--- config.mk ---
export PLATFORM = sky130hd
export DESIGN_NAME = uart_baud_gen_rx_fifo
export DESIGN_NICKNAME = d
export VERILOG_FILES = /design/src/uart_pkg.sv /design/src/uart_baud_gen_rx_fifo.sv
export VERILOG_INCLUDE_DIRS = /design/src
export SDC_FILE = /design/constraint.sdc
export NUM_CORES = 1
export LEC_CHECK = 0
export CAP_MARGIN = 5
export CORE_ASPECT_RATIO = 0.7
export CORE_UTILIZATION = 50
export DETAILED_ROUTE_END_ITERATION = 10
export DONT_BUFFER_PORTS = 1
export GPL_TIMING_DRIVEN = 0
export PLACE_DENSITY_LB_ADDON = 0.08
export SYNTH_ARGS = -nofsm -noshare
export SYNTH_HDL_FRONTEND = slang
export SYNTH_SLANG_ARGS = --single-unit
--- constraint.sdc ---
create_clock -name aclk -period 6.8 [get_ports aclk]
set_input_delay 0.34 -clock aclk [delete_from_list [all_inputs] [get_ports aclk]]
set_output_delay 0.34 -clock aclk [all_outputs]
set_load 0.01 [all_outputs]
--- src/uart_cfg.svh ---
`ifndef UART_CFG_SVH
`define UART_CFG_SVH

// register byte addresses on the bus
`define ADDR_DATA        8'h00
`define ADDR_DIV_HIGH    8'h04
`define ADDR_DIV_LOW     8'h08
`define ADDR_FIFO_MOD    8'h0c
`define ADDR_FILL_COUNT  8'h10
`define ADDR_CONTROL     8'h14
`define ADDR_STATUS      8'h18

// fifo_and_modulation_control fields
`define FMC_TRIG_LSB     0
`define FMC_TRIG_MSB     1
`define FMC_RANGE_BIT    2
`define FMC_MOD_LSB      3
`define FMC_MOD_MSB      5

// control fields
`define CTL_ENABLE_BIT   0
`define CTL_RXIE_BIT     1

// status fields
`define STS_RXAVAIL_BIT  0
`define STS_OVERRUN_BIT  1
`define STS_TXEMPTY_BIT  2

// reset values
`define DIV_BYTE_RESET   8'h00
`define FMC_RESET        8'h00

// frame layout
`define DATA_BITS        4'h8
`define TX_FRAME_BITS    4'hb
`define MOD_CARRY_LIMIT  4'h8

// bus answers
`define RESP_OKAY        2'b00
`define RESP_SLVERR      2'b10

`endif

--- src/uart_pkg.sv ---
package uart_pkg;
  typedef enum logic [1:0] {
    RX_IDLE  = 2'b00,
    RX_START = 2'b01,
    RX_DATA  = 2'b10,
    RX_STOP  = 2'b11
  } rx_state_t;

  typedef enum logic {
    TX_IDLE  = 1'b0,
    TX_SHIFT = 1'b1
  } tx_state_t;
endpackage

--- src/uart_baud_gen_rx_fifo.sv ---
// Implementation choices: the AXI4-Lite register port and the register addresses.
`timescale 1ns/1ps
`include "uart_cfg.svh"

module uart_baud_gen_rx_fifo #(
  parameter int FIFO_DEPTH = 4
) (
  input  wire logic        aclk,
  input  wire logic        aresetn,
  input  wire logic [7:0]  s_axil_awaddr,
  input  wire logic        s_axil_awvalid,
  output logic             s_axil_awready,
  input  wire logic [31:0] s_axil_wdata,
  input  wire logic [3:0]  s_axil_wstrb,
  input  wire logic        s_axil_wvalid,
  output logic             s_axil_wready,
  output logic [1:0]       s_axil_bresp,
  output logic             s_axil_bvalid,
  input  wire logic        s_axil_bready,
  input  wire logic [7:0]  s_axil_araddr,
  input  wire logic        s_axil_arvalid,
  output logic             s_axil_arready,
  output logic [31:0]      s_axil_rdata,
  output logic [1:0]       s_axil_rresp,
  output logic             s_axil_rvalid,
  input  wire logic        s_axil_rready,
  input  wire logic        serial_in_pin,
  output logic             serial_out_pin,
  output logic             port_irq
);

  ////////////////////////////////////////////////////////////////////////////
  // declarations
  logic [7:0]  aw_addr_reg, aw_addr_next;
  logic        aw_full_reg, aw_full_next;
  logic [7:0]  w_data_reg, w_data_next;
  logic        w_lane_reg, w_lane_next;
  logic        w_full_reg, w_full_next;
  logic        bvalid_reg, bvalid_next;
  logic [1:0]  bresp_reg, bresp_next;
  logic        rvalid_reg, rvalid_next;
  logic [1:0]  rresp_reg, rresp_next;
  logic [31:0] rdata_reg, rdata_next;
  logic [7:0]  div_high_reg, div_high_next;
  logic [7:0]  div_low_reg, div_low_next;
  logic [2:0]  mod_reg, mod_next;
  logic        range_reg, range_next;
  logic [1:0]  trig_reg, trig_next;
  logic        enable_reg, enable_next;
  logic        rxie_reg, rxie_next;
  logic        overrun_reg, overrun_next;
  logic        tx_pend_reg, tx_pend_next;
  logic [7:0]  tx_buf_reg, tx_buf_next;

  logic        do_write, do_read, pop;
  logic [15:0] divisor;
  logic [2:0]  fill_count;
  logic        rx_avail;
  logic        rx_done;
  logic        tx_take;
  logic [7:0]  fifo_head;
  logic [7:0]  rx_byte;
  uart_pkg::tx_state_t tx_state_reg, tx_state_next;
  logic        hold_valid_reg, hold_valid_next;

  // receive line conditioning
  logic        sync1_reg, sync2_reg, sync3_reg;
  logic        line_reg, line_next;

  ////////////////////////////////////////////////////////////////////////////
  // bus slave and registers
  assign s_axil_awready = !aw_full_reg && !bvalid_reg;
  assign s_axil_wready  = !w_full_reg && !bvalid_reg;
  assign s_axil_arready = !rvalid_reg;
  assign s_axil_bvalid  = bvalid_reg;
  assign s_axil_bresp   = bresp_reg;
  assign s_axil_rvalid  = rvalid_reg;
  assign s_axil_rresp   = rresp_reg;
  assign s_axil_rdata   = rdata_reg;

  assign divisor  = {div_high_reg, div_low_reg};
  assign do_write = aw_full_reg && w_full_reg && !bvalid_reg;
  assign do_read  = s_axil_arvalid && !rvalid_reg;
  // reading the data register takes the oldest byte
  assign pop      = do_read && (s_axil_araddr == `ADDR_DATA)
                    && (fill_count != 3'h0);
  assign tx_take  = tx_pend_reg && (tx_state_reg == uart_pkg::TX_IDLE);

  always_comb begin
    if (trig_reg == 2'b00) begin
      rx_avail = (fill_count == 3'h4);
    end else begin
      rx_avail = (fill_count >= {1'b0, trig_reg});
    end
  end

  // flag raises the request only when enabled
  // overrun joins the request under the same enable
  assign port_irq = rxie_reg && (rx_avail || overrun_reg);

  always_comb begin
    aw_addr_next  = aw_addr_reg;
    aw_full_next  = aw_full_reg;
    w_data_next   = w_data_reg;
    w_lane_next   = w_lane_reg;
    w_full_next   = w_full_reg;
    bvalid_next   = bvalid_reg;
    bresp_next    = bresp_reg;
    rvalid_next   = rvalid_reg;
    rresp_next    = rresp_reg;
    rdata_next    = rdata_reg;
    div_high_next = div_high_reg;
    div_low_next  = div_low_reg;
    mod_next      = mod_reg;
    range_next    = range_reg;
    trig_next     = trig_reg;
    enable_next   = enable_reg;
    rxie_next     = rxie_reg;
    overrun_next  = overrun_reg;
    tx_pend_next  = tx_pend_reg;
    tx_buf_next   = tx_buf_reg;
    if (s_axil_awvalid && s_axil_awready) begin
      aw_addr_next = s_axil_awaddr;
      aw_full_next = 1'b1;
    end
    if (s_axil_wvalid && s_axil_wready) begin
      w_data_next = s_axil_wdata[7:0];
      w_lane_next = s_axil_wstrb[0];
      w_full_next = 1'b1;
    end
    if (tx_take) begin
      tx_pend_next = 1'b0;
    end
    // overrun cleared by writing one; a new overrun below wins
    if (do_write) begin
      aw_full_next = 1'b0;
      w_full_next  = 1'b0;
      bvalid_next  = 1'b1;
      bresp_next   = `RESP_OKAY;
      unique case (aw_addr_reg)
        `ADDR_DATA: begin
          if (w_lane_reg && enable_reg) begin
            tx_buf_next  = w_data_reg;
            tx_pend_next = 1'b1;
          end
        end
        `ADDR_DIV_HIGH: if (w_lane_reg) div_high_next = w_data_reg;
        `ADDR_DIV_LOW:  if (w_lane_reg) div_low_next = w_data_reg;
        `ADDR_FIFO_MOD: begin
          if (w_lane_reg) begin
            mod_next   = w_data_reg[`FMC_MOD_MSB:`FMC_MOD_LSB];
            range_next = w_data_reg[`FMC_RANGE_BIT];
            trig_next  = w_data_reg[`FMC_TRIG_MSB:`FMC_TRIG_LSB];
          end
        end
        `ADDR_CONTROL: begin
          if (w_lane_reg) begin
            enable_next = w_data_reg[`CTL_ENABLE_BIT];
            rxie_next   = w_data_reg[`CTL_RXIE_BIT];
          end
        end
        `ADDR_STATUS: begin
          if (w_lane_reg && w_data_reg[`STS_OVERRUN_BIT]) begin
            overrun_next = 1'b0;
          end
        end
        `ADDR_FILL_COUNT: ;
        default: bresp_next = `RESP_SLVERR;
      endcase
    end
    if (bvalid_reg && s_axil_bready) begin
      bvalid_next = 1'b0;
    end
    if (rvalid_reg && s_axil_rready) begin
      rvalid_next = 1'b0;
    end
    if (do_read) begin
      rvalid_next = 1'b1;
      rresp_next  = `RESP_OKAY;
      rdata_next  = 32'h0000_0000;
      unique case (s_axil_araddr)
        `ADDR_DATA:       rdata_next[7:0] = fifo_head;
        `ADDR_DIV_HIGH:   rdata_next[7:0] = div_high_reg;
        `ADDR_DIV_LOW:    rdata_next[7:0] = div_low_reg;
        `ADDR_FIFO_MOD: begin
          rdata_next[`FMC_MOD_MSB:`FMC_MOD_LSB]   = mod_reg;
          rdata_next[`FMC_RANGE_BIT]              = range_reg;
          rdata_next[`FMC_TRIG_MSB:`FMC_TRIG_LSB] = trig_reg;
        end
        `ADDR_FILL_COUNT: rdata_next[2:0] = fill_count;
        `ADDR_CONTROL: begin
          rdata_next[`CTL_ENABLE_BIT] = enable_reg;
          rdata_next[`CTL_RXIE_BIT]   = rxie_reg;
        end
        `ADDR_STATUS: begin
          rdata_next[`STS_RXAVAIL_BIT] = rx_avail;
          rdata_next[`STS_OVERRUN_BIT] = overrun_reg;
          rdata_next[`STS_TXEMPTY_BIT] = !tx_pend_reg;
        end
        default: rresp_next = `RESP_SLVERR;
      endcase
    end
    // sixth byte replacing the held one marks overrun
    if (rx_done && (fill_count == 3'h4) && hold_valid_reg && !pop) begin
      overrun_next = 1'b1;
    end
    // disabled port drops overrun and pending transmit byte
    if (!enable_reg) begin
      overrun_next = 1'b0;
      tx_pend_next = 1'b0;
    end
  end

  always_ff @(posedge aclk) begin
    if (!aresetn) begin
      aw_addr_reg  <= 8'h00;
      aw_full_reg  <= 1'b0;
      w_data_reg   <= 8'h00;
      w_lane_reg   <= 1'b0;
      w_full_reg   <= 1'b0;
      bvalid_reg   <= 1'b0;
      bresp_reg    <= `RESP_OKAY;
      rvalid_reg   <= 1'b0;
      rresp_reg    <= `RESP_OKAY;
      rdata_reg    <= 32'h0000_0000;
      div_high_reg <= `DIV_BYTE_RESET;
      div_low_reg  <= `DIV_BYTE_RESET;
      mod_reg      <= 3'(`FMC_RESET >> `FMC_MOD_LSB);
      range_reg    <= 1'(`FMC_RESET >> `FMC_RANGE_BIT);
      trig_reg     <= 2'(`FMC_RESET >> `FMC_TRIG_LSB);
      enable_reg   <= 1'b0;
      rxie_reg     <= 1'b0;
      overrun_reg  <= 1'b0;
      tx_pend_reg  <= 1'b0;
      tx_buf_reg   <= 8'h00;
    end else begin
      aw_addr_reg  <= aw_addr_next;
      aw_full_reg  <= aw_full_next;
      w_data_reg   <= w_data_next;
      w_lane_reg   <= w_lane_next;
      w_full_reg   <= w_full_next;
      bvalid_reg   <= bvalid_next;
      bresp_reg    <= bresp_next;
      rvalid_reg   <= rvalid_next;
      rresp_reg    <= rresp_next;
      rdata_reg    <= rdata_next;
      div_high_reg <= div_high_next;
      div_low_reg  <= div_low_next;
      mod_reg      <= mod_next;
      range_reg    <= range_next;
      trig_reg     <= trig_next;
      enable_reg   <= enable_next;
      rxie_reg     <= rxie_next;
      overrun_reg  <= overrun_next;
      tx_pend_reg  <= tx_pend_next;
      tx_buf_reg   <= tx_buf_next;
    end
  end

  ////////////////////////////////////////////////////////////////////////////
  // bit timing helpers
  // carry out of the 3-bit sum stretches the bit by one clock
  function automatic logic [16:0] bit_len(input logic [15:0] div,
                                          input logic [3:0]  acc,
                                          input logic [2:0]  md);
    logic [3:0] sum;
    sum = {1'b0, acc[2:0]} + {1'b0, md};
    bit_len = {1'b0, div} + {16'h0000, (sum >= `MOD_CARRY_LIMIT)};
  endfunction

  ////////////////////////////////////////////////////////////////////////////
  // receive line: three flops, change taken once second and third agree
  always_comb begin
    line_next = line_reg;
    if (sync2_reg == sync3_reg) begin
      line_next = sync3_reg;
    end
  end

  always_ff @(posedge aclk) begin
    if (!aresetn) begin
      sync1_reg <= 1'b1;
      sync2_reg <= 1'b1;
      sync3_reg <= 1'b1;
      line_reg  <= 1'b1;
    end else begin
      sync1_reg <= serial_in_pin;
      sync2_reg <= sync1_reg;
      sync3_reg <= sync2_reg;
      line_reg  <= line_next;
    end
  end

  ////////////////////////////////////////////////////////////////////////////
  // receiver
  uart_pkg::rx_state_t rx_state_reg, rx_state_next;
  logic [16:0] rx_cnt_reg, rx_cnt_next;
  logic [16:0] rx_len_reg, rx_len_next;
  logic [3:0]  rx_acc_reg, rx_acc_next;
  logic [3:0]  rx_bits_reg, rx_bits_next;
  logic [7:0]  rx_shift_reg, rx_shift_next;
  logic [1:0]  votes_reg, votes_next;
  logic [16:0] half, pt0, pt1, pt2;
  logic        bit_end, vote;

  // first two sample points move with range select; the third stays at half plus two
  assign half = {2'b00, divisor[15:1]};
  assign pt0  = range_reg ? half - 17'h00001 : half;
  assign pt1  = range_reg ? half : half + 17'h00001;
  assign pt2  = half + 17'h00002;
  assign bit_end = (rx_cnt_reg + 17'h00001) >= rx_len_reg;
  assign vote = (votes_reg[0] & votes_reg[1]) | (votes_reg[0] & line_reg)
              | (votes_reg[1] & line_reg);
  assign rx_done = (rx_state_reg == uart_pkg::RX_STOP) && (rx_cnt_reg == pt2);
  assign rx_byte = rx_shift_reg;

  always_comb begin
    rx_state_next = rx_state_reg;
    rx_cnt_next   = rx_cnt_reg + 17'h00001;
    rx_len_next   = rx_len_reg;
    rx_acc_next   = rx_acc_reg;
    rx_bits_next  = rx_bits_reg;
    rx_shift_next = rx_shift_reg;
    votes_next    = votes_reg;
    if (rx_cnt_reg == pt0) votes_next[0] = line_reg;
    if (rx_cnt_reg == pt1) votes_next[1] = line_reg;
    unique case (rx_state_reg)
      uart_pkg::RX_IDLE: begin
        rx_cnt_next = 17'h00000;
        if (enable_reg && !line_reg) begin
          // fresh accumulator; start bit takes the first addition
          rx_state_next = uart_pkg::RX_START;
          rx_len_next   = bit_len(divisor, 4'h0, mod_reg);
          rx_acc_next   = {1'b0, mod_reg};
        end
      end
      uart_pkg::RX_START: begin
        if (rx_cnt_reg == pt2 && vote) begin
          rx_state_next = uart_pkg::RX_IDLE;
        end
      end
      uart_pkg::RX_DATA: begin
        if (rx_cnt_reg == pt2) begin
          rx_shift_next = {vote, rx_shift_reg[7:1]};
        end
      end
      uart_pkg::RX_STOP: begin
        // stop bit sampled, hand back to idle for resync
        if (rx_done) begin
          rx_state_next = uart_pkg::RX_IDLE;
        end
      end
    endcase
    // receiver bits follow the same modulation
    if (bit_end && rx_state_reg != uart_pkg::RX_IDLE && !rx_done) begin
      rx_cnt_next = 17'h00000;
      rx_len_next = bit_len(divisor, rx_acc_reg, mod_reg);
      rx_acc_next = rx_acc_reg + {1'b0, mod_reg};
      if (rx_state_reg == uart_pkg::RX_START) begin
        rx_state_next = uart_pkg::RX_DATA;
        rx_bits_next  = 4'h0;
      end else if (rx_state_reg == uart_pkg::RX_DATA) begin
        rx_bits_next = rx_bits_reg + 4'h1;
        if (rx_bits_reg + 4'h1 == `DATA_BITS) begin
          rx_state_next = uart_pkg::RX_STOP;
        end
      end
    end
    if (!enable_reg) begin
      rx_state_next = uart_pkg::RX_IDLE;
    end
  end

  always_ff @(posedge aclk) begin
    if (!aresetn) begin
      rx_state_reg <= uart_pkg::RX_IDLE;
      rx_cnt_reg   <= 17'h00000;
      rx_len_reg   <= 17'h00000;
      rx_acc_reg   <= 4'h0;
      rx_bits_reg  <= 4'h0;
      rx_shift_reg <= 8'h00;
      votes_reg    <= 2'b11;
    end else begin
      rx_state_reg <= rx_state_next;
      rx_cnt_reg   <= rx_cnt_next;
      rx_len_reg   <= rx_len_next;
      rx_acc_reg   <= rx_acc_next;
      rx_bits_reg  <= rx_bits_next;
      rx_shift_reg <= rx_shift_next;
      votes_reg    <= votes_next;
    end
  end

  ////////////////////////////////////////////////////////////////////////////
  // receive fifo with one overflow holding byte
  logic [7:0] mem_reg [FIFO_DEPTH];
  logic [7:0] mem_next [FIFO_DEPTH];
  logic [1:0] rd_ptr_reg, rd_ptr_next, wr_ptr_reg, wr_ptr_next;
  logic [2:0] count_reg, count_next;
  logic [7:0] hold_reg, hold_next;
  logic [1:0] wr_slot;

  assign fill_count = count_reg;
  assign fifo_head  = mem_reg[rd_ptr_reg];

  always_comb begin
    mem_next        = mem_reg;
    rd_ptr_next     = rd_ptr_reg;
    wr_ptr_next     = wr_ptr_reg;
    count_next      = count_reg;
    hold_next       = hold_reg;
    hold_valid_next = hold_valid_reg;
    wr_slot         = wr_ptr_reg;
    if (pop) begin
      rd_ptr_next = rd_ptr_reg + 2'b01;
      count_next  = count_reg - 3'h1;
      // slot freed by a read takes the held byte first
      if (hold_valid_reg) begin
        mem_next[wr_slot] = hold_reg;
        wr_ptr_next       = wr_ptr_reg + 2'b01;
        count_next        = count_reg;
        hold_valid_next   = 1'b0;
        wr_slot           = wr_ptr_reg + 2'b01;
      end
    end
    if (rx_done) begin
      if (count_next != 3'(FIFO_DEPTH)) begin
        mem_next[wr_slot] = rx_byte;
        wr_ptr_next       = wr_slot + 2'b01;
        count_next        = count_next + 3'h1;
      end else begin
        // overflow goes to the holding byte, newest wins
        hold_next       = rx_byte;
        hold_valid_next = 1'b1;
      end
    end
    // count cleared while the port is off
    if (!enable_reg) begin
      rd_ptr_next     = 2'b00;
      wr_ptr_next     = 2'b00;
      count_next      = 3'h0;
      hold_valid_next = 1'b0;
    end
  end

  always_ff @(posedge aclk) begin
    if (!aresetn) begin
      rd_ptr_reg     <= 2'b00;
      wr_ptr_reg     <= 2'b00;
      count_reg      <= 3'h0;
      hold_reg       <= 8'h00;
      hold_valid_reg <= 1'b0;
    end else begin
      rd_ptr_reg     <= rd_ptr_next;
      wr_ptr_reg     <= wr_ptr_next;
      count_reg      <= count_next;
      hold_reg       <= hold_next;
      hold_valid_reg <= hold_valid_next;
    end
  end

  // storage has no reset; contents are unknown until written
  always_ff @(posedge aclk) begin
    mem_reg <= mem_next;
  end

  ////////////////////////////////////////////////////////////////////////////
  // transmitter: start, eight data, two stop
  logic [16:0] tx_cnt_reg, tx_cnt_next;
  logic [16:0] tx_len_reg, tx_len_next;
  logic [3:0]  tx_acc_reg, tx_acc_next;
  logic [3:0]  tx_bits_reg, tx_bits_next;
  logic [10:0] tx_shift_reg, tx_shift_next;

  assign serial_out_pin = tx_shift_reg[0];

  always_comb begin
    tx_state_next = tx_state_reg;
    tx_cnt_next   = tx_cnt_reg + 17'h00001;
    tx_len_next   = tx_len_reg;
    tx_acc_next   = tx_acc_reg;
    tx_bits_next  = tx_bits_reg;
    tx_shift_next = tx_shift_reg;
    unique case (tx_state_reg)
      uart_pkg::TX_IDLE: begin
        tx_cnt_next = 17'h00000;
        if (tx_take) begin
          // accumulator restarts with the start bit
          tx_state_next = uart_pkg::TX_SHIFT;
          tx_shift_next = {2'b11, tx_buf_reg, 1'b0};
          tx_len_next   = bit_len(divisor, 4'h0, mod_reg);
          tx_acc_next   = {1'b0, mod_reg};
          tx_bits_next  = 4'h0;
        end
      end
      uart_pkg::TX_SHIFT: begin
        // own timer, period from divisor and modulation
        if ((tx_cnt_reg + 17'h00001) >= tx_len_reg) begin
          tx_cnt_next   = 17'h00000;
          tx_shift_next = {1'b1, tx_shift_reg[10:1]};
          tx_bits_next  = tx_bits_reg + 4'h1;
          // transmit bits carry the same correction
          tx_len_next   = bit_len(divisor, tx_acc_reg, mod_reg);
          tx_acc_next   = tx_acc_reg + {1'b0, mod_reg};
          if (tx_bits_reg + 4'h1 == `TX_FRAME_BITS) begin
            tx_state_next = uart_pkg::TX_IDLE;
          end
        end
      end
    endcase
    if (!enable_reg) begin
      tx_state_next = uart_pkg::TX_IDLE;
      tx_shift_next = 11'h7ff;
    end
  end

  always_ff @(posedge aclk) begin
    if (!aresetn) begin
      tx_state_reg <= uart_pkg::TX_IDLE;
      tx_cnt_reg   <= 17'h00000;
      tx_len_reg   <= 17'h00000;
      tx_acc_reg   <= 4'h0;
      tx_bits_reg  <= 4'h0;
      tx_shift_reg <= 11'h7ff;
    end else begin
      tx_state_reg <= tx_state_next;
      tx_cnt_reg   <= tx_cnt_next;
      tx_len_reg   <= tx_len_next;
      tx_acc_reg   <= tx_acc_next;
      tx_bits_reg  <= tx_bits_next;
      tx_shift_reg <= tx_shift_next;
    end
  end

endmodule

Word level (Yosys, flattened, before mapping). Cells that the tools add are included.

Register bits: 227. Input bits: 60. Output and inout port bits: 43. Logic and storage cells: 254.

Add/subtract/negate cells: 19. Order comparisons: 11. Equal/unequal tests: 25. Mux-type cells: 77. Bitwise operators: 11. Reductions and logical operators: 64.

Operator list (number): $mux W32 (4); $mux W17 (7); $pmux W17 S2 (2); $bwmux W32 (2); $add A16 B1 Y17 (3); $eq A8 B5 Y1 const B (6); $mux W4 (9); $add A17 B1 Y17 const B (2); $eq A17 B16 Y1 (2); $ge A17 B17 Y1 (2); $demux W8 S2 (2); $eq A8 B4 Y1 const B (4); $mux W8 (4); $mux W2 (13); $logic_and A1 B1 Y1 (25); $mux W11 (2); $pmux W11 S2 (1); $reduce_and A3 Y1 (6); $eq A17 B17 Y1 (1); $mux W1 (17); $add A15 B1 Y16 const B (1); $add A15 B2 Y16 const B (1); $bmux W8 S2 (1); $eq A8 B3 Y1 const B (2); 42 further kinds (88).

Logic depth before layout (Yosys ltp). Gate-level depths: netlist of run 1.

Depth in word-level cells: 13. Mapped depth: 18. Depth with buffers taken out: 16.

Worst setup path before layout of run 1. OpenSTA, ideal clock, no wires.

Path kind: register to register. Start point: register tx_cnt_reg[0]. End point: register tx_shift_reg[1]. Setup time: 0.136 ns. Arrival: 3.570 ns. Data required time: 6.664 ns. Slack: 3.095 ns. Cell stages (with the launch flop): 18. Path buffers: 3. Period minus slack after synthesis: 3.705 ns. Cells stage by stage: dfxtp_1 ha_1 nand3_1 inv_1 nand3_1 nor2b_1 nand4_1 xnor2_1 ha_1 nand4_1 nor4_1 a2111oi_0 a2111oi_1 or2_2 clkbuf_1 buf_2 buf_2 a31oi_1.

Cells in the longest elaborated chain, start to end: 4.

RTL lines: from (decl) (line uart_baud_gen_rx_fifo.sv:469) `logic [16:0] tx_cnt_reg, tx_cnt_next;`; from (signal assigned) (line uart_baud_gen_rx_fifo.sv:527) `tx_cnt_reg <= tx_cnt_next;`; $add A17 B1 Y17 (line uart_baud_gen_rx_fifo.sv:498) `if ((tx_cnt_reg + 17'h00001) >= tx_len_reg) begin`; $ge A17 B17 Y1 (line uart_baud_gen_rx_fifo.sv:498); $ne A2 B1 Y1 (no source line); $reduce_and A2 Y1 (no source line); to (signal assigned) (line uart_baud_gen_rx_fifo.sv:531) `tx_shift_reg <= tx_shift_next;`; to (decl) (line uart_baud_gen_rx_fifo.sv:473) `logic [10:0] tx_shift_reg, tx_shift_next;`.

No other way between the ends. A chain may end at the register's enable or synchronous reset.

Worst setup path after layout of run 1.
Start point: register tx_cnt_reg[0]. End point: register tx_shift_reg[4].

Same word-level chain as after synthesis.

==> results of run 1 <==
-- path summary, 6_finish.rpt --
check                                 end  slack (ns)  cells past startpoint
max          tx_shift_reg[4]$_SDFFE_PN1P_        2.06                     17
min              rx_cnt_reg[8]$_SDFF_PP0_        0.06                      2
max reg2reg  tx_shift_reg[4]$_SDFFE_PN1P_        2.06                     17
min reg2reg          sync2_reg$_SDFF_PN1_        0.42                      1
-- cells in the mapped netlist, drive strengths merged (9+ instances only) --
master | n | area (um^2)
ha | 72 | 900.9
a31oi | 12 | 75.07
nor3 | 32 | 181.4
a211oi | 33 | 247.7
or3 | 9 | 56.30
a21oi | 106 | 530.5
inv | 70 | 262.8
and3 | 16 | 100.1
o21a | 10 | 75.07
nor2b | 50 | 315.3
nand4 | 23 | 156.4
a21o | 10 | 75.07
nand2 | 143 | 546.8
dfxtp | 221 | 4424
and2 | 9 | 56.30
or2 | 14 | 87.58
xnor2 | 54 | 480.5
buf | 60 | 384.1
nor4 | 9 | 86.33
o22ai | 9 | 56.30
o21ai | 37 | 185.2
xor2 | 38 | 332.8
nor2 | 175 | 661.9
nand3 | 53 | 302.8
mux2i | 92 | 920.9
nand2b | 10 | 62.56
clkbuf | 56 | 211.5
-- worst reg2reg max path: stages (launching register included) --
cell	delay [ns]
dfxtp_1	0.42
ha_1	0.22
nand3_1	0.11
inv_1	0.07
nand3_1	0.14
nor2b_1	0.32
nand4_1	0.16
xnor2_1	0.17
ha_1	0.30
nand4_1	0.13
nor4_1	0.29
a2111oi_0	0.15
a2111oi_1	1.04
or2_2	0.24
clkbuf_1	0.16
buf_2	0.27
buf_2	0.28
a31oi_1	0.13
-- timing repair --
action	4_1_cts	5_1_grt
endpoints found under the hold margin	20	0
hold buffers	21	0
setup endpoints to repair	0	0
-- power groups by stage --
stage | registers [W] | logic [W] | clock network [W]
2_1_floorplan | 0.00135 | 0.0000652 | 0
3_3_place_gp | 0.00135 | 0.0000851 | 0
3_5_place_dp | 0.00135 | 0.0000857 | 0
4_1_cts | 0.00132 | 0.0000955 | 0.00133
5_1_grt | 0.00132 | 0.000106 | 0.00137
6_report | 0.00132 | 0.0000968 | 0.00130
-- per-stage QoR --
step           hold WS [ns]  cell area (um^2)  instances  setup WS, ns  util (%)
2_1_floorplan        0.3863             12960       1556         3.095         -
3_3_place_gp         0.3947             13360       1881         2.016     53.61
3_5_place_dp         0.4009             13360       1881         2.045     53.61
4_1_cts             0.04082             14360       1946         2.025     57.61
5_1_grt             0.05393             14360       1946         1.492     57.61
6_report            0.06025             14360       1946         2.064     57.61
-- layer usage --
layer	global-route usage [%]	wire [um]	up-vias	share of wire, %
met5	0	0	-	0
met4	7.022	784	0	2.1
met3	6.723	3088	54	8.3
met2	40.65	14830	389	40
met1	41.98	18620	5176	50
li1	-	-	5438	-
-- logic make-up after synthesis --
| group | synth area share (%) |
|---|---|
| adders and majority gates | 7.393 |
| AOI/OAI and AO/OA | 14.05 |
| buffers and inverters | 6.702 |
| DFF | 34.40 |
| other | 0.02915 |
| and+or+nand+nor | 22.11 |
| xor gates and xnor gates | 6.323 |
| muxes | 8.998 |
-- final cells by class --
cell class	instances	area, um^2	area share (%)
Tap cell	325	406.6	2.832
Clock inverter	9	72.57	0.5054
Timing Repair Buffer	21	210.2	1.464
Multi-Input combinational cell	1148	7670	53.42
Inverter	71	266.5	1.856
Sequential cell	221	4424	30.81
Buffer	116	595.6	4.148
Clock buffer	35	711.9	4.959
==> impl_metrics.tcl, run 1 <==
set metrics [dict create \
    outcome "completed" \
    cp_max_fo 10 \
    port_buffers 0 \
    drtIter0Drc 860 \
    fmax_mhz 211.2 \
    syn_area_per_cell_um2 8.401 \
    clkLatencyLatePin_ns 0.56 \
    drive_gt1_share_pct 8.760 \
    path_cells "ha_1 -> nand3_1 -> inv_1 -> nand3_1 -> nor2b_1 -> nand4_1 -> xnor2_1 -> ha_1 -> nand4_1 -> nor4_1 -> a2111oi_0 -> a2111oi_1 -> or2_2 -> clkbuf_1 -> buf_2 -> buf_2 -> a31oi_1" \
    max_slew_margin_pct 24.80 \
    layout_common_cells "dfxtp_1, nor2_1, nand2_1" \
    pin_count 103 \
    wl_um 37320 \
    worst-path-buf-inv 4 \
    power.switching_w 0.0006442 \
    swShare_pct 23.70 \
    critPathLaunchType "register" \
    start_util_pct 51.61 \
    grt_pass1_wl_um 57900 \
    seq_power_share_pct 48.6 \
    synth_ff_type "dfxtp_1" \
    syn_to_final_growth_pct 11.62 \
    rsz0062_at_grt "no" \
    viasPerCell 5.682 \
    post_cts.resized_instances 0 \
    cts_tree "done" \
    die-area_um2 26380 \
    synth_seq_cells 221 \
    r2r-start "tx_cnt_reg[0]$_SDFF_PP0_" \
    ys_async_sr_fraction_pct 0 \
    die_w_um 193.7 \
    setup_violations 0 \
    root_buffer "clkbuf_16" \
    rows 48 \
    final_common_cell "dfxtp_1" \
    grt_overflow 0 \
    skew_ns 0.01969 \
    fin_crit_sh_pct 69.65 \
    ys_types 89 \
    dp_hpwl_um 27970 \
    tightest_slew_ns 1.125 \
    power.share.clock_pct 47.8 \
    wire_per_inst_um 19.18 \
    path_class "register to register" \
    power_w 0.002719 \
    cp.arrival_ns 5.13 \
    hp-class "input port to register" \
    synthCells 1531 \
    fp.dieH_um 136.2 \
    htree_levels 1 \
    nets 1737 \
    grt_pass1_vias 10290 \
    startpoint "tx_cnt_reg[0]$_SDFF_PP0_" \
    drc_errors 0 \
    ir_worst_vdd_mv 0.2011 \
    nFillCells 2279 \
    cts_setup_buffers 0 \
    slowest_stage "a2111oi_1" \
    required_ns 7.20 \
    pwr-share-comb_pct 3.6 \
    drt_pre_antenna_iters 6 \
    clockBufferDepth 3 \
    ant_nets 0 \
    hold_viol_final 0 \
    largest_reg_flops 32 \
    clkTransAtPathRegs_ns 0.07 \
    powerDensity_nw_per_um2 189.3 \
    max_stage_delay_ns 1.04 \
    antenna_found_initial 0 \
    numClockSinks 221 \
    finalSetupTns_ns 0 \
    core-area_um2 24920 \
    yosys_warnings 0 \
    leakagePower_nw 5.848 \
    vias 11060 \
    worstHoldStart "aresetn" \
    maxCapViolations 0 \
    worstSetupEndpointType "register" \
    grt_usage_pct 28.32 \
    synth_edf_count 0 \
    fin_crit_ns 4.736 \
    place.gp.congestion 0.9946 \
    cts_buffers 24 \
    netlist_area_um2 12860 \
    internal_power_w 0.002074 \
    n_antenna_cell 0 \
    report.final.slew_viol_count 0 \
    grt_max_degree 14 \
    yosysSeqAreaShare_pct 34.40 \
    crit_family "simple AND/OR/NAND/NOR gates" \
]
Power figures use the tool's default switching activity.
==> run 2, diff against run 1 <==
--- a/config.mk
+++ b/config.mk
@@ -6,6 +6,7 @@
 export SDC_FILE = /design/constraint.sdc
 export NUM_CORES = 1
 export LEC_CHECK = 0
+export ABC_AREA = 1
 export CAP_MARGIN = 5
 export CORE_ASPECT_RATIO = 0.7
 export CORE_UTILIZATION = 50
==> constraint.sdc (replaced) <==
create_clock -name aclk -period 3.9 [get_ports aclk]
set_input_delay 0.195 -clock aclk [delete_from_list [all_inputs] [get_ports aclk]]
set_output_delay 0.195 -clock aclk [all_outputs]
set_load 0.01 [all_outputs]
==> impl_metrics.tcl, run 2 <==
set metrics [dict create \
    startpoint "rx_cnt_reg[3]$_SDFF_PP0_" \
    place.gp.congestion 0.9992 \
    drt_pre_antenna_iters 6 \
    dp_cells 2315 \
    hp-class "input port to register" \
    yosysSeqAreaShare_pct 32.71 \
    tightest_slew_ns 0.9475 \
    synth_top_area_share_pct 32.71 \
    layout_common_cells "nand2_1, inv_1, nor2_1" \
    wl_um 43620 \
    maxCapViolations 0 \
    netlist_area_um2 13530 \
    numClockSinks 221 \
    clockBufferDepth 3 \
    leakagePower_nw 6.986 \
    worstHoldStart "s_axil_araddr[3]" \
    ys_types 59 \
    ys_async_sr_fraction_pct 0 \
    yosysMostFrequentCell "nand2_1" \
    port_buffers 0 \
    grt_usage_pct 31.48 \
    die-area_um2 27730 \
    path_cells "inv_1 -> nor2_4 -> nand4_1 -> nor2_1 -> inv_1 -> nor4_2 -> inv_1 -> nor3_2 -> xor2_1 -> ha_1 -> a21oi_1 -> o21ai_0 -> a21oi_1 -> nand4_1 -> buf_4 -> buf_2 -> nand4_1 -> nand2_1 -> nor2_1 -> nor2_1" \
    final_cell_area_um2 15350 \
    grt_overflow 0 \
    setup_violations 0 \
    worstSetupEndpointType "register" \
    critPathLaunchType "register" \
    worst_slack_ns 0.1719 \
    rows 49 \
    antenna_found_initial 0 \
    path_class "register to register" \
    pin_count 103 \
    synthTopCellsByCount "nand2_1, inv_1, nor2_1, dfxtp_1, o21ai_0" \
    vias 13050 \
    pre_cts_ws_ns -0.4445 \
    die_w_um 198.6 \
    cp.arrival_ns 4.16 \
    ant_nets 0 \
    syn_area_per_cell_um2 6.998 \
    r2r-start "rx_cnt_reg[3]$_SDFF_PP0_" \
    viasPerCell 5.459 \
    synthCells 1933 \
    grt_pass1_vias 11920 \
    cp_max_fo 10 \
    cts_tree "done" \
    fin_crit_sh_pct 95.59 \
    worst-path-buf-inv 5 \
    dp_hpwl_um 33040 \
    fmax_mhz 268.2 \
    synth_edf_count 0 \
    yosys-top-cells-area "dfxtp_1, nand2_1, ha_1, inv_1, nor2_1" \
    final_common_cell "nand2_1" \
    drive_gt1_share_pct 9.650 \
    drc_errors 0 \
    clkLatencyLatePin_ns 0.54 \
    nets 2151 \
    required_ns 4.33 \
    max_stage_delay_ns 0.45 \
    yosysTopAreaCell "dfxtp_1" \
    drtIter0Drc 1196 \
    slowest_stage "dfxtp_1" \
    syn_to_final_growth_pct 13.47 \
    synth_ff_type "dfxtp_1" \
    wire_per_inst_um 18.25 \
    hold_viol_final 0 \
    ir_worst_vdd_mv 0.3502 \
    cts_buffers 24 \
    grt_pass1_wl_um 67210 \
    fin_crit_ns 3.728 \
    crit_family "simple AND/OR/NAND/NOR gates" \
    placed_area_um2 14070 \
    power_w 0.004828 \
    synth_seq_cells 221 \
    finalSetupTns_ns 0 \
    root_buffer "clkbuf_16" \
    outcome "completed" \
    grt_max_degree 16 \
    powerDensity_nw_per_um2 314.5 \
    skew_ns 0.01454 \
    report.final.slew_viol_count 0 \
    yosys_warnings 0 \
    clkTransAtPathRegs_ns 0.06 \
    fin_cells 2390 \
    largest_reg_flops 32 \
    htree_levels 1 \
    max_slew_margin_pct 36.83 \
    core-area_um2 26120 \
    start_util_pct 51.79 \
    fp.dieH_um 139.6 \
]
## run 2: final timing paths
check / slack [ns] / end / depth (start not counted)
max: 0.17 / rx_len_reg[12]$_SDFFE_PN0P_ / 20
min: 0.05 / s_axil_rdata[0]$_SDFFE_PN0P_ / 5
max reg2reg: 0.17 / rx_len_reg[12]$_SDFFE_PN0P_ / 20
min reg2reg: 0.42 / sync2_reg$_SDFF_PN1_ / 1
## run 2: final cells by class
class / count / area [um^2]
sequential: 221 / 4436
fill: 2621 / 10770
buffer: 94 / 595.6
inverter: 241 / 909.6
tap: 357 / 446.7
timing repair buffer: 35 / 332.8
antenna: 2 / 5.005
clock buffer: 33 / 695.7
clock inverter: 7 / 95.09
multi-input combinational: 1400 / 7833
## run 2: metal layers
layer  vias up  GRT usage, %  share of wire (%)
met5         -             0                  0
met4         0         8.016                2.3
met3        65         7.465                 10
met2       530         44.09                 40
met1      6029         47.54                 48
li1       6422             -                  -
## run 2: where the power goes
part	internal, W	total, W	switching [W]	leakage, nW
Clock	0.00137	0.00232	0.000950	0.386
Sequential	0.00228	0.00230	0.0000184	1.79
Combinational	0.0000658	0.000202	0.000136	4.81
Total	0.00372	0.00483	0.00110	6.99
## run 2: cell families (layout without fill, tap and decap cells)
family / after synthesis / in the layout / share of synthesized area [%]
DFF: 221 / 221 / 32.71
and+or+nand+nor: 839 / 839 / 27.67
AOI/OAI and AO/OA: 349 / 349 / 14.12
adders and majority gates: 75 / 75 / 7.030
muxes: 32 / 32 / 2.368
buffers and inverters: 337 / 410 / 10.97
other: 1 / 28 / 0.02772
xor gates and xnor gates: 79 / 79 / 5.115
## run 2: timing repair
action / in CTS / in global routing
gates resized for setup: 11 / 49
hold endpoints to repair: 31 / 0
endpoints found under the setup margin: 73 / 86
buffers inserted: 1 / 11
pin swaps: 1 / 10
hold buffers: 23 / 0
gates cloned: 0 / 0
## run 2: worst reg2reg max path: cells and delay by family (launching register included)
kind | cells | cell delay, ns
AND/OR/NAND/NOR | 10 | 1.46
buffers and inverters | 5 | 0.80
flip-flops | 1 | 0.45
AO/OA/AOI/OAI | 3 | 0.39
adder cells (fa/ha/maj) | 1 | 0.31
XOR/XNOR | 1 | 0.21
## run 2: per-stage QoR
step / util [%] / hold WS (ns)
4_1_cts: 57.88 / 0.04015
5_1_grt: 58.75 / 0.07541
6_report: 58.77 / 0.05390
3_3_place_gp: 53.86 / 0.2972
3_5_place_dp: 53.86 / 0.2996
2_1_floorplan: - / 0.2940
